$ cat src/core/strap_pkg.sv
package strap_pkg;

   // Channel and address widths.
   localparam int CHANNELS = 4;
   localparam int PHY_ADDR_BITS = 3;

   // Strap settle time after reset release, in its own unit.
   localparam int STRAP_SETTLE_NS = 1000;
   localparam int CLK_PERIOD_NS = 100;
   // Least time, so round up to whole cycles.
   localparam int SETTLE_CYCLES =
      (STRAP_SETTLE_NS + CLK_PERIOD_NS - 1) / CLK_PERIOD_NS;
   localparam int CNT_W = 8;

   // Register byte offsets on the Avalon-MM slave.
   localparam logic [3:0] FIBER_CTRL_OFS = 4'h0;
   localparam logic [3:0] LINK_CTRL_OFS = 4'h4;
   localparam logic [3:0] STATUS_OFS = 4'h8;
   localparam logic [3:0] STRAP_RAW_OFS = 4'hC;

   // Reset values of the writable control bits.
   localparam logic [3:0] FIBER_CTRL_RST = 4'h0;
   localparam logic LINK_CTRL_RST = 1'b0;

   // Field positions in the status register.
   localparam int ST_FIBER_LSB = 0;
   localparam int ST_PHY_LSB = 4;
   localparam int ST_LP_BIT = 7;
   localparam int ST_RUN_BIT = 8;
   // Field position in the raw strap register.
   localparam int RAW_LP_BIT = 4;

   // Strap phase of the pins.
   typedef enum logic {PH_SAMPLE, PH_RUN} phase_t;

endpackage

$ cat src/core/led_strap_pin.sv
`timescale 1ns/1ps
`default_nettype none

// One dual-purpose pin: strap input while sampling, status output after.
module led_strap_pin (
   // Clock and reset
   input wire logic core_clk,
   input wire logic rst,
   // Control from the phase logic, plus the status level to drive
   input wire logic capture,
   input wire logic drive_en,
   input wire logic status_in,
   // Pin
   input wire logic pin_in,
   output logic pin_out,
   output logic pin_oe,
   // Latched strap level
   output logic strap
);

   logic pin_out_r;
   logic pin_oe_r;
   logic strap_r;

   // The strap level is caught on the capture pulse only, never under reset.
   always_ff @(posedge core_clk) begin
      if (rst) begin
         pin_out_r <= 1'b0;
         pin_oe_r <= 1'b0;
         strap_r <= 1'b0;
      end else begin
         pin_out_r <= drive_en & status_in;
         pin_oe_r <= drive_en;
         if (capture) begin
            strap_r <= pin_in;
         end
      end
   end

   assign pin_out = pin_out_r;
   assign pin_oe = pin_oe_r;
   assign strap = strap_r;

endmodule // led_strap_pin

`default_nettype wire

$ cat src/core/strap_latch_and_led_status.sv
// Local design decisions: the Avalon-MM register port and the register addresses.
`timescale 1ns/1ps
`default_nettype none

module strap_latch_and_led_status
   import strap_pkg::*;
#(
   parameter int NCH = CHANNELS,
   parameter int SETTLE = SETTLE_CYCLES
) (
   // Clock and reset
   input wire logic core_clk,
   input wire logic rst,
   // Avalon-MM slave
   input wire logic [3:0] address,
   input wire logic read,
   input wire logic write,
   input wire logic [3:0] byteenable,
   input wire logic [31:0] writedata,
   output logic [31:0] readdata,
   output logic waitrequest,
   // Status from the channel datapaths
   input wire logic [NCH-1:0] rx_activity,
   input wire logic [NCH-1:0] collision,
   input wire logic [NCH-1:0] link_good,
   // Receive activity pins, fiber strap while sampling
   input wire logic [NCH-1:0] receive_activity_led_in,
   output logic [NCH-1:0] receive_activity_led_out,
   output logic [NCH-1:0] receive_activity_led_oe,
   // Collision pins, output only
   output logic [NCH-1:0] collision_led,
   // Link pins, address and link pulse straps while sampling
   input wire logic [NCH-1:0] link_good_led_in,
   output logic [NCH-1:0] link_good_led_out,
   output logic [NCH-1:0] link_good_led_oe,
   // Resulting configuration
   output logic [NCH-1:0] fiber_mode,
   output logic [PHY_ADDR_BITS-1:0] phy_address_strap,
   output logic link_pulse_disable,
   output logic straps_done
);

   ////////////////////////////////////////////////////////////////////////////
   // Strap phase sequencing.

   phase_t phase_r;
   phase_t phase_nxt;
   logic [CNT_W-1:0] cnt_r;
   logic [CNT_W-1:0] cnt_nxt;
   logic capture_w;
   logic run_w;

   // The pins float as inputs for a settle time so board straps win.
   assign run_w = (phase_r == PH_RUN);
   assign capture_w = (phase_r == PH_SAMPLE) &&
      (cnt_r == CNT_W'(SETTLE - 1));
   assign cnt_nxt = capture_w ? cnt_r : cnt_r + CNT_W'(1);

   always_comb begin
      phase_nxt = phase_r;
      case (phase_r)
         PH_SAMPLE: begin
            if (capture_w) begin
               phase_nxt = PH_RUN;
            end
         end
         default: begin
            phase_nxt = PH_RUN;
         end
      endcase
   end

   always_ff @(posedge core_clk) begin
      if (rst) begin
         phase_r <= PH_SAMPLE;
         cnt_r <= '0;
      end else if (!run_w) begin
         phase_r <= phase_nxt;
         cnt_r <= cnt_nxt;
      end
   end

   ////////////////////////////////////////////////////////////////////////////
   // Dual-purpose pins.

   logic [NCH-1:0] fiber_strap_w;
   logic [NCH-1:0] link_strap_w;

   genvar gi;
   generate
      for (gi = 0; gi < NCH; gi++) begin : g_pin
         led_strap_pin u_rx (
            .core_clk(core_clk),
            .rst(rst),
            .capture(capture_w),
            .drive_en(run_w),
            .status_in(rx_activity[gi]),
            .pin_in(receive_activity_led_in[gi]),
            .pin_out(receive_activity_led_out[gi]),
            .pin_oe(receive_activity_led_oe[gi]),
            .strap(fiber_strap_w[gi])
         );
         led_strap_pin u_link (
            .core_clk(core_clk),
            .rst(rst),
            .capture(capture_w),
            .drive_en(run_w),
            .status_in(link_good[gi]),
            .pin_in(link_good_led_in[gi]),
            .pin_out(link_good_led_out[gi]),
            .pin_oe(link_good_led_oe[gi]),
            .strap(link_strap_w[gi])
         );
      end
   endgenerate

   ////////////////////////////////////////////////////////////////////////////
   // Control registers and Avalon-MM slave.

   logic [NCH-1:0] fiber_ctrl_r;
   logic link_ctrl_r;
   logic waitrequest_r;
   logic [31:0] readdata_r;
   logic [31:0] status_w;
   logic [31:0] raw_w;
   logic [31:0] rdmux_w;
   logic wr_fire_w;
   logic rd_take_w;

   // Every access costs one wait cycle; writes land when waitrequest is low.
   assign wr_fire_w = write && !waitrequest_r && byteenable[0];
   assign rd_take_w = read && waitrequest_r;

   assign status_w = {23'h0, run_w, link_pulse_disable,
                      phy_address_strap, fiber_mode};
   assign raw_w = {27'h0, link_strap_w[0], fiber_strap_w};

   // Unmapped offsets read as zero and ignore writes.
   assign rdmux_w = (address == FIBER_CTRL_OFS) ? {28'h0, fiber_ctrl_r} :
                    (address == LINK_CTRL_OFS) ? {31'h0, link_ctrl_r} :
                    (address == STATUS_OFS) ? status_w :
                    (address == STRAP_RAW_OFS) ? raw_w :
                    32'h0;

   always_ff @(posedge core_clk) begin
      if (rst) begin
         waitrequest_r <= 1'b1;
         readdata_r <= 32'h0;
      end else begin
         waitrequest_r <= !((read || write) && waitrequest_r);
         if (rd_take_w) begin
            readdata_r <= rdmux_w;
         end
      end
   end

   // Control bits steer the effective fiber and link pulse settings.
   always_ff @(posedge core_clk) begin
      if (rst) begin
         fiber_ctrl_r <= FIBER_CTRL_RST;
         link_ctrl_r <= LINK_CTRL_RST;
      end else if (wr_fire_w) begin
         if (address == FIBER_CTRL_OFS) begin
            fiber_ctrl_r <= writedata[NCH-1:0];
         end else if (address == LINK_CTRL_OFS) begin
            link_ctrl_r <= writedata[0];
         end
      end
   end

   ////////////////////////////////////////////////////////////////////////////
   // Configuration and collision outputs.

   logic [NCH-1:0] fiber_mode_r;
   logic [PHY_ADDR_BITS-1:0] phy_r;
   logic lp_dis_r;
   logic [NCH-1:0] col_r;
   logic done_r;

   // Straps are zero until captured, so no stale pin level leaks out.
   always_ff @(posedge core_clk) begin
      if (rst) begin
         fiber_mode_r <= '0;
         phy_r <= '0;
         lp_dis_r <= 1'b0;
         col_r <= '0;
         done_r <= 1'b0;
      end else begin
         fiber_mode_r <= fiber_strap_w | fiber_ctrl_r;
         phy_r <= link_strap_w[3:1];
         // link pulse OR control, default enabled
         lp_dis_r <= link_strap_w[0] | link_ctrl_r;
         col_r <= collision;
         done_r <= run_w;
      end
   end

   assign fiber_mode = fiber_mode_r;
   assign phy_address_strap = phy_r;
   assign link_pulse_disable = lp_dis_r;
   assign collision_led = col_r;
   assign straps_done = done_r;
   assign waitrequest = waitrequest_r;
   assign readdata = readdata_r;

   ////////////////////////////////////////////////////////////////////////////
   // Checks.

   fiber_capture_a: assert property (
      @(posedge core_clk) disable iff (rst)
      $rose(run_w) |-> fiber_strap_w == $past(receive_activity_led_in))
      else $error("fiber strap not taken from receive pins");

   fiber_or_a: assert property (
      @(posedge core_clk) disable iff (rst)
      run_w && $past(run_w) |=> fiber_mode == ($past(fiber_ctrl_r) |
      $past(fiber_strap_w)))
      else $error("fiber mode is not strap OR control");

   rx_drive_a: assert property (
      @(posedge core_clk) disable iff (rst)
      run_w |=> receive_activity_led_oe == '1 &&
      receive_activity_led_out == $past(rx_activity))
      else $error("receive pins not showing activity");

   // The edge just after reset shows the cleared flop, not the input.
   collision_a: assert property (
      @(posedge core_clk) disable iff (rst)
      !$past(rst) |-> collision_led == $past(collision))
      else $error("collision output does not follow collisions");

   link_drive_a: assert property (
      @(posedge core_clk) disable iff (rst)
      run_w |=> link_good_led_oe == '1 &&
      link_good_led_out == $past(link_good))
      else $error("link pins not showing link status");

   phy_addr_a: assert property (
      @(posedge core_clk) disable iff (rst)
      $rose(run_w) |=> phy_address_strap == $past(link_good_led_in[3:1], 2))
      else $error("address bits not from link pins D C B");

   lp_or_a: assert property (
      @(posedge core_clk) disable iff (rst)
      run_w && (link_strap_w[0] || link_ctrl_r) |=> link_pulse_disable)
      else $error("link pulse disable not set by strap or control");

   lp_default_a: assert property (
      @(posedge core_clk) disable iff (rst)
      !link_strap_w[0] && !link_ctrl_r |=> !link_pulse_disable)
      else $error("link pulses disabled without cause");

   strap_hold_a: assert property (
      @(posedge core_clk) disable iff (rst)
      run_w |=> $stable(fiber_strap_w) && $stable(link_strap_w) && run_w)
      else $error("strap changed after capture");

   sample_float_a: assert property (
      @(posedge core_clk) disable iff (rst)
      !run_w && !$past(run_w) |-> link_good_led_oe == '0 &&
      receive_activity_led_oe == '0)
      else $error("strap pins driven while sampling");

endmodule // strap_latch_and_led_status

`default_nettype wire

$ cat config.mk
export PLATFORM = sky130hd
export DESIGN_NAME = strap_latch_and_led_status
export DESIGN_NICKNAME = d
export VERILOG_FILES = /design/src/core/strap_pkg.sv /design/src/core/led_strap_pin.sv /design/src/core/strap_latch_and_led_status.sv
export SDC_FILE = /design/constraint.sdc
export NUM_CORES = 1
export LEC_CHECK = 0
export CORE_MARGIN = 2
export CORE_UTILIZATION = 45
export CTS_BUF_LIST = sky130_fd_sc_hd__clkbuf_4 sky130_fd_sc_hd__clkbuf_8
export CTS_CLUSTER_DIAMETER = 150
export DETAILED_ROUTE_END_ITERATION = 10
export DONT_BUFFER_PORTS = 1
export HOLD_SLACK_MARGIN = 0.03
export SKIP_LAST_GASP = 1
export SYNTH_ARGS = -nofsm -noshare
export SYNTH_HDL_FRONTEND = slang
export SYNTH_HIERARCHICAL = 1
export SYNTH_SLANG_ARGS = --single-unit
$ cat constraint.sdc
create_clock -name core_clk -period 4.3 [get_ports core_clk]
set_input_delay 0.86 -clock core_clk [delete_from_list [all_inputs] [get_ports core_clk]]
set_output_delay 0.86 -clock core_clk [all_outputs]
set_load 0.005 [all_outputs]
==> run metrics, run 1 <==
vias in the first global route=1,479; Initial Util=45.9%; I/O Pins=126; Num CTS Buffers=9; first-pass GRT wire length=6970 um; RSZ-0062 raised after global routing=false; Synth area leaders=dfxtp_1 49%, buf_4 7.3%, mux2i_1 6.5%, nor2_1 4.5%, nor2b_4 4.4%; CTS tree=yes; Worst EP required=4.51 ns; H-tree lvl count=3; post-route cell area=2630 um^2; Chip Width=78.3 um; clock root buffer=clkbuf_8; initial antenna violation count=0; status=complete, no violations; gr usage total=14.8%; slew of the pin with the lowest slew margin=0.870 ns; Routed Antenna Nets=0; switching pwr=227 uW; Pre-antenna DRT Iters=4; endpoints failing hold=0; Critical Path AT=2.21 ns; post-synthesis sequential area ratio=49.2%; clock skew=0.00727 ns; sinks on the clock net=61; cell accounting for the most synthesized area=dfxtp_1; Die ar.=6130 um^2; worst hold path type=reg -> reg; Net Sw Frac=20.8%; setup TNS=0 ns; Resize count post-CTS=0; Logic pwr share=2.9%; # nets final=303; Rows=27; Peak supply drop=0.229 mV; worst hold slack=0.461 ns; share of the synthesized area in the top cell type=49.2%; max reg flops=9; Synth Register Bits=61; setup slack, reg-to-reg=2.30 ns; Reg power frac=53.2%; Mapped Cells=235; CTS hold repair buffers=0; syn_area_per_cell=10.6 um^2; Worst setup EP type=flip-flop; Leak=0.980 nW; clock slew at reported path FFs=0.07 ns; gr ovfl total=0; Residual DRC=0; Die Y-Extent=78.3 um; routability cong.=0.739; Ant. Diodes=0; fin crit share=46.6%; post-DP HPWL=2990 um; min Tclk post-route=2.00 ns; final wirelength=4350 um; Slew Viols, Final=0; CTS Buffer Depth=2; max cap viols=0; port buffer count=0; Clock Power Share=44.0%; Setup Fix Bufs, Post-CTS=0; Cell Pwr Density=414 nW/um^2; Skew-Pair Late Insertion Delay=0.32 ns; number of vias per cell=4.86; fmax=0.499 GHz; share of post-route cells with drive strength above 1=17.4%; Mapped Area=2480 um^2; post-synth cell types=33; Layout area overhead=6.10%; Max-slew headroom=41.8%; DR iter-0 viols=85; DR WL/cell=13.9 um; kind of critical path=reg -> reg; Yosys warning count=6; Setup crit start kind=flip-flop; largest net degree at the start of global routing=62; core area=5410 um^2; DR vias=1,520; crit-path max FO=8; endpoints failing setup=0; internal power=863 uW; Cell Area, Placed=2440 um^2
-- cells in the mapped netlist --
| master | count |
|---|---|
| or4_1 | 1 |
| mux2i_1 | 16 |
| nor4b_4 | 2 |
| nand4b_1 | 2 |
| nor2b_4 | 8 |
| mux2_2 | 6 |
| dfxtp_1 | 61 |
| nand3_1 | 1 |
| a211o_1 | 1 |
| conb_1 | 1 |
| clkbuf_2 | 1 |
| o22ai_1 | 3 |
| and3b_1 | 1 |
| nand2b_1 | 10 |
| nor2b_1 | 13 |
| buf_4 | 24 |
| nor3b_2 | 2 |
| buf_2 | 2 |
| a221oi_1 | 1 |
| or3_1 | 2 |
| xor2_1 | 1 |
| nor3_4 | 1 |
| a21oi_1 | 6 |
| nand4_1 | 3 |
| nor2_1 | 30 |
| a32oi_1 | 7 |
| o21ai_0 | 4 |
| and2_4 | 8 |
| nand2_1 | 9 |
| clkbuf_1 | 4 |
| nor3_1 | 1 |
| ha_1 | 2 |
| inv_1 | 1 |
-- placed cells by master, fill, tap and decap left out, drive strengths merged --
| master | n |
|---|---|
| and2 | 8 |
| o21ai | 4 |
| nor3 | 2 |
| nor4b | 2 |
| a21oi | 6 |
| bufinv | 1 |
| a32oi | 7 |
| clkinv | 1 |
| nand4 | 3 |
| xor2 | 1 |
| nor3b | 2 |
| nand2 | 9 |
| inv | 1 |
| a211o | 1 |
| clkinvlp | 2 |
| a221oi | 1 |
| nand3 | 1 |
| dfxtp | 61 |
| or3 | 2 |
| conb | 23 |
| nand4b | 2 |
| mux2 | 6 |
| nor2 | 30 |
| or4 | 1 |
| nand2b | 10 |
| nor2b | 21 |
| o22ai | 3 |
| and3b | 1 |
| mux2i | 16 |
| clkbuf | 11 |
| ha | 2 |
-- worst max-delay path, cell delays in order (launching register included) --
cell     delay [ns]
dfxtp_1        0.42
ha_1           0.18
nor4b_4        0.22
nand2_1        0.08
nor2_1         0.67
mux2i_1        0.28
nor2_1         0.05
-- final timing paths --
check	start	endpoint	depth (start not counted)
setup / recovery	cnt_r[0]	g_pin[3].u_rx/strap	6
hold / removal	g_pin[2].u_link/strap	phy_address_strap[1]	1
setup reg to reg	cnt_r[0]	g_pin[3].u_rx/strap	6
hold reg to reg	g_pin[2].u_link/strap	phy_address_strap[1]	1
-- cell type report --
type	count	area [um^2]
fill	540	2770
inverter	1	3.75
clock inverter	4	50.0
clock buffer	11	139
multi-input combinational	164	1130
tap	72	90.1
sequential	61	1220
-- routing by layer --
layer / up-vias / share of wire (%) / global-route usage [%]
li1: 748 / - / -
met1: 696 / 46 / 18.5
met3: 5 / 9.6 / 7.01
met5: - / 0 / 0
met2: 71 / 43 / 21.2
met4: 0 / 1.4 / 7.89
-- logic make-up (layout without fill, tap and decap cells) --
kind of cell,count (synthesis),in the layout,synth area share (%)
AOI/OAI and AO/OA,22,22,5.95
other,1,23,0.151
DFF,61,61,49.2
adders and majority gates,2,2,1.01
buffers and inverters,32,16,8.62
xor gates and xnor gates,1,1,0.353
and+or+nand+nor,94,94,25.6
muxes,22,22,9.17
-- power groups by stage --
stage          registers [mW]  logic (mW)  clock network [mW]
4_1_cts                 0.579      0.0311               0.496
3_5_place_dp            0.592      0.0309                   0
5_1_grt                 0.579      0.0361               0.521
2_1_floorplan           0.589      0.0514                   0
3_3_place_gp            0.592      0.0305                   0
6_report                0.579      0.0312               0.479
-- stage by stage --
| stage | util [%] | std cells | setup WS [ns] | total power [mW] |
|---|---|---|---|---|
| after floorplan | - | 257 | 2.49 | 0.640 |
| after global placement | 45.2 | 298 | 2.28 | 0.622 |
| after detailed placement | 45.2 | 298 | 2.26 | 0.623 |
| after CTS | 48.7 | 313 | 2.26 | 1.11 |
| after global routing | 48.7 | 313 | 2.06 | 1.14 |
| final | 48.7 | 313 | 2.30 | 1.09 |
(Power assumes the default switching activity.)
==> inputs of run 2 (changes only) <==
==> constraint.sdc (replaced) <==
create_clock -name core_clk -period 1.8 [get_ports core_clk]
set_input_delay 0.36 -clock core_clk [delete_from_list [all_inputs] [get_ports core_clk]]
set_output_delay 0.36 -clock core_clk [all_outputs]
set_load 0.005 [all_outputs]
==> run metrics, run 2 (same netlist as run 1, synthesis figures left out) <==
slew of the pin with the lowest slew margin=0.516 ns; fill count=520; number of vias per cell=4.88; min Tclk post-route=1.56 ns; Ant. Diodes=0; Max-slew headroom=65.5%; max cap viols=0; Pre-antenna DRT Iters=4; # nets final=305; RSZ-0062 raised after global routing=false; DR WL/cell=14.2 um; DR iter-0 viols=85; worst setup margin=0.243 ns; gr ovfl total=0; most frequent cells in the layout=60 x dfxtp_1, 30 x nor2_1, 23 x conb_1; Residual DRC=0; clock slew at reported path FFs=0.07 ns; Register Area=1220 um^2; setup TNS=0 ns; most common cell after layout, fill and taps aside=dfxtp_1; Cell Pwr Density=1000 nW/um^2; initial antenna violation count=0; gr usage total=15.3%; Num CTS Buffers=9; status=complete, no violations; CTS Buffer Depth=2; core area=5410 um^2; clock skew=0.00721 ns; Die ar.=6130 um^2; I/O Pins=126; worst hold path type=in -> reg; endpoints failing hold=0; Layout area overhead=7.16%; DR vias=1,537; post-DP HPWL=3000 um; Rows=27; Critical Path AT=1.78 ns; Peak supply drop=0.556 mV; Chip Width=78.3 um; sinks on the clock net=61; vias in the first global route=1,454; CTS tree=yes; fin crit share=86.5%; Leak=1.00 nW; endpoints failing setup=0; largest net degree at the start of global routing=62; H-tree lvl count=3; routability cong.=0.713; share of post-route cells with drive strength above 1=18.5%; Worst setup EP type=flip-flop; Initial Util=45.9%; CTS hold repair buffers=0; first-pass GRT wire length=7160 um; Worst EP required=2.03 ns; fmax=0.642 GHz; Skew-Pair Late Insertion Delay=0.33 ns; crit-path max FO=8; Slew Viols, Final=0; Setup crit start kind=flip-flop; max reg flops=9; pre-CTS setup slack=0.201 ns; final wirelength=4460 um; Die Y-Extent=78.3 um; clock root buffer=clkbuf_8; Routed Antenna Nets=0; port buffer count=0; kind of critical path=reg -> reg; Multi-input gate area=1130 um^2
-- run 2: metrics by stage --
stage / util (%) / instances / hold slack [ns] / instance area, um^2 / total power, mW
final: 49.2 / 315 / 0.0865 / 2660 / 2.67
after CTS: 49.2 / 315 / 0.0722 / 2660 / 2.70
after detailed placement: 45.5 / 300 / 0.436 / 2460 / 1.49
after global placement: 45.5 / 300 / 0.434 / 2460 / 1.49
after floorplan: - / 257 / 0.428 / 2560 / 1.53
after global routing: 49.2 / 315 / 0.0702 / 2660 / 2.78
-- run 2: cell type report --
type	count	share of cell area, %
repair buffers	2	0.564
flip-flops and latches	61	46.0
multi-input cells	164	42.5
well taps	72	3.39
inverters	1	0.141
clock inverters	4	1.79
clock buffers	11	5.69
-- run 2: final timing paths --
path	from	end	slack [ns]	cells past startpoint
setup reg to reg	cnt_r[1]	g_pin[0].u_link/strap	0.24	8
hold reg to reg	g_pin[3].u_link/strap	phy_address_strap[2]	0.46	1
hold / removal	rst	g_pin[0].u_link/pin_oe	0.09	1
setup / recovery	cnt_r[1]	g_pin[0].u_link/strap	0.24	8
-- run 2: what timing repair did --
action                                  in CTS  in global routing
endpoints found under the setup margin       0                  1
resized for setup                            0                  1
setup buffers                                0                  0
endpoints found under the hold margin        0                  0
-- run 2: worst max-delay path, cell delays in order (launching register included) --
cell and delay, ns:
dfxtp_1 0.33, inv_1 0.07, ha_1 0.16, nor4b_4 0.25
nand2_1 0.08, nor2_1 0.09, buf_4 0.20, mux2i_1 0.20
nor2_1 0.05
-- run 2: power breakdown --
group,leakage (nW),total (mW),switching [mW],internal (mW)
Combinational,0.406,0.0758,0.0396,0.0362
Sequential,0.494,1.38,0.0174,1.37
Clock,0.101,1.21,0.512,0.702
Total,1.00,2.67,0.569,2.10
-- run 2: metal layers --
metal  up-vias  part of all wire [%]  global-route usage (%)
met5         -                     0                       0
met4         0                   1.3                    6.84
met3         8                    11                    8.74
met2        78                    42                    20.7
met1       695                    46                    19.7
li1        756                     -                       -
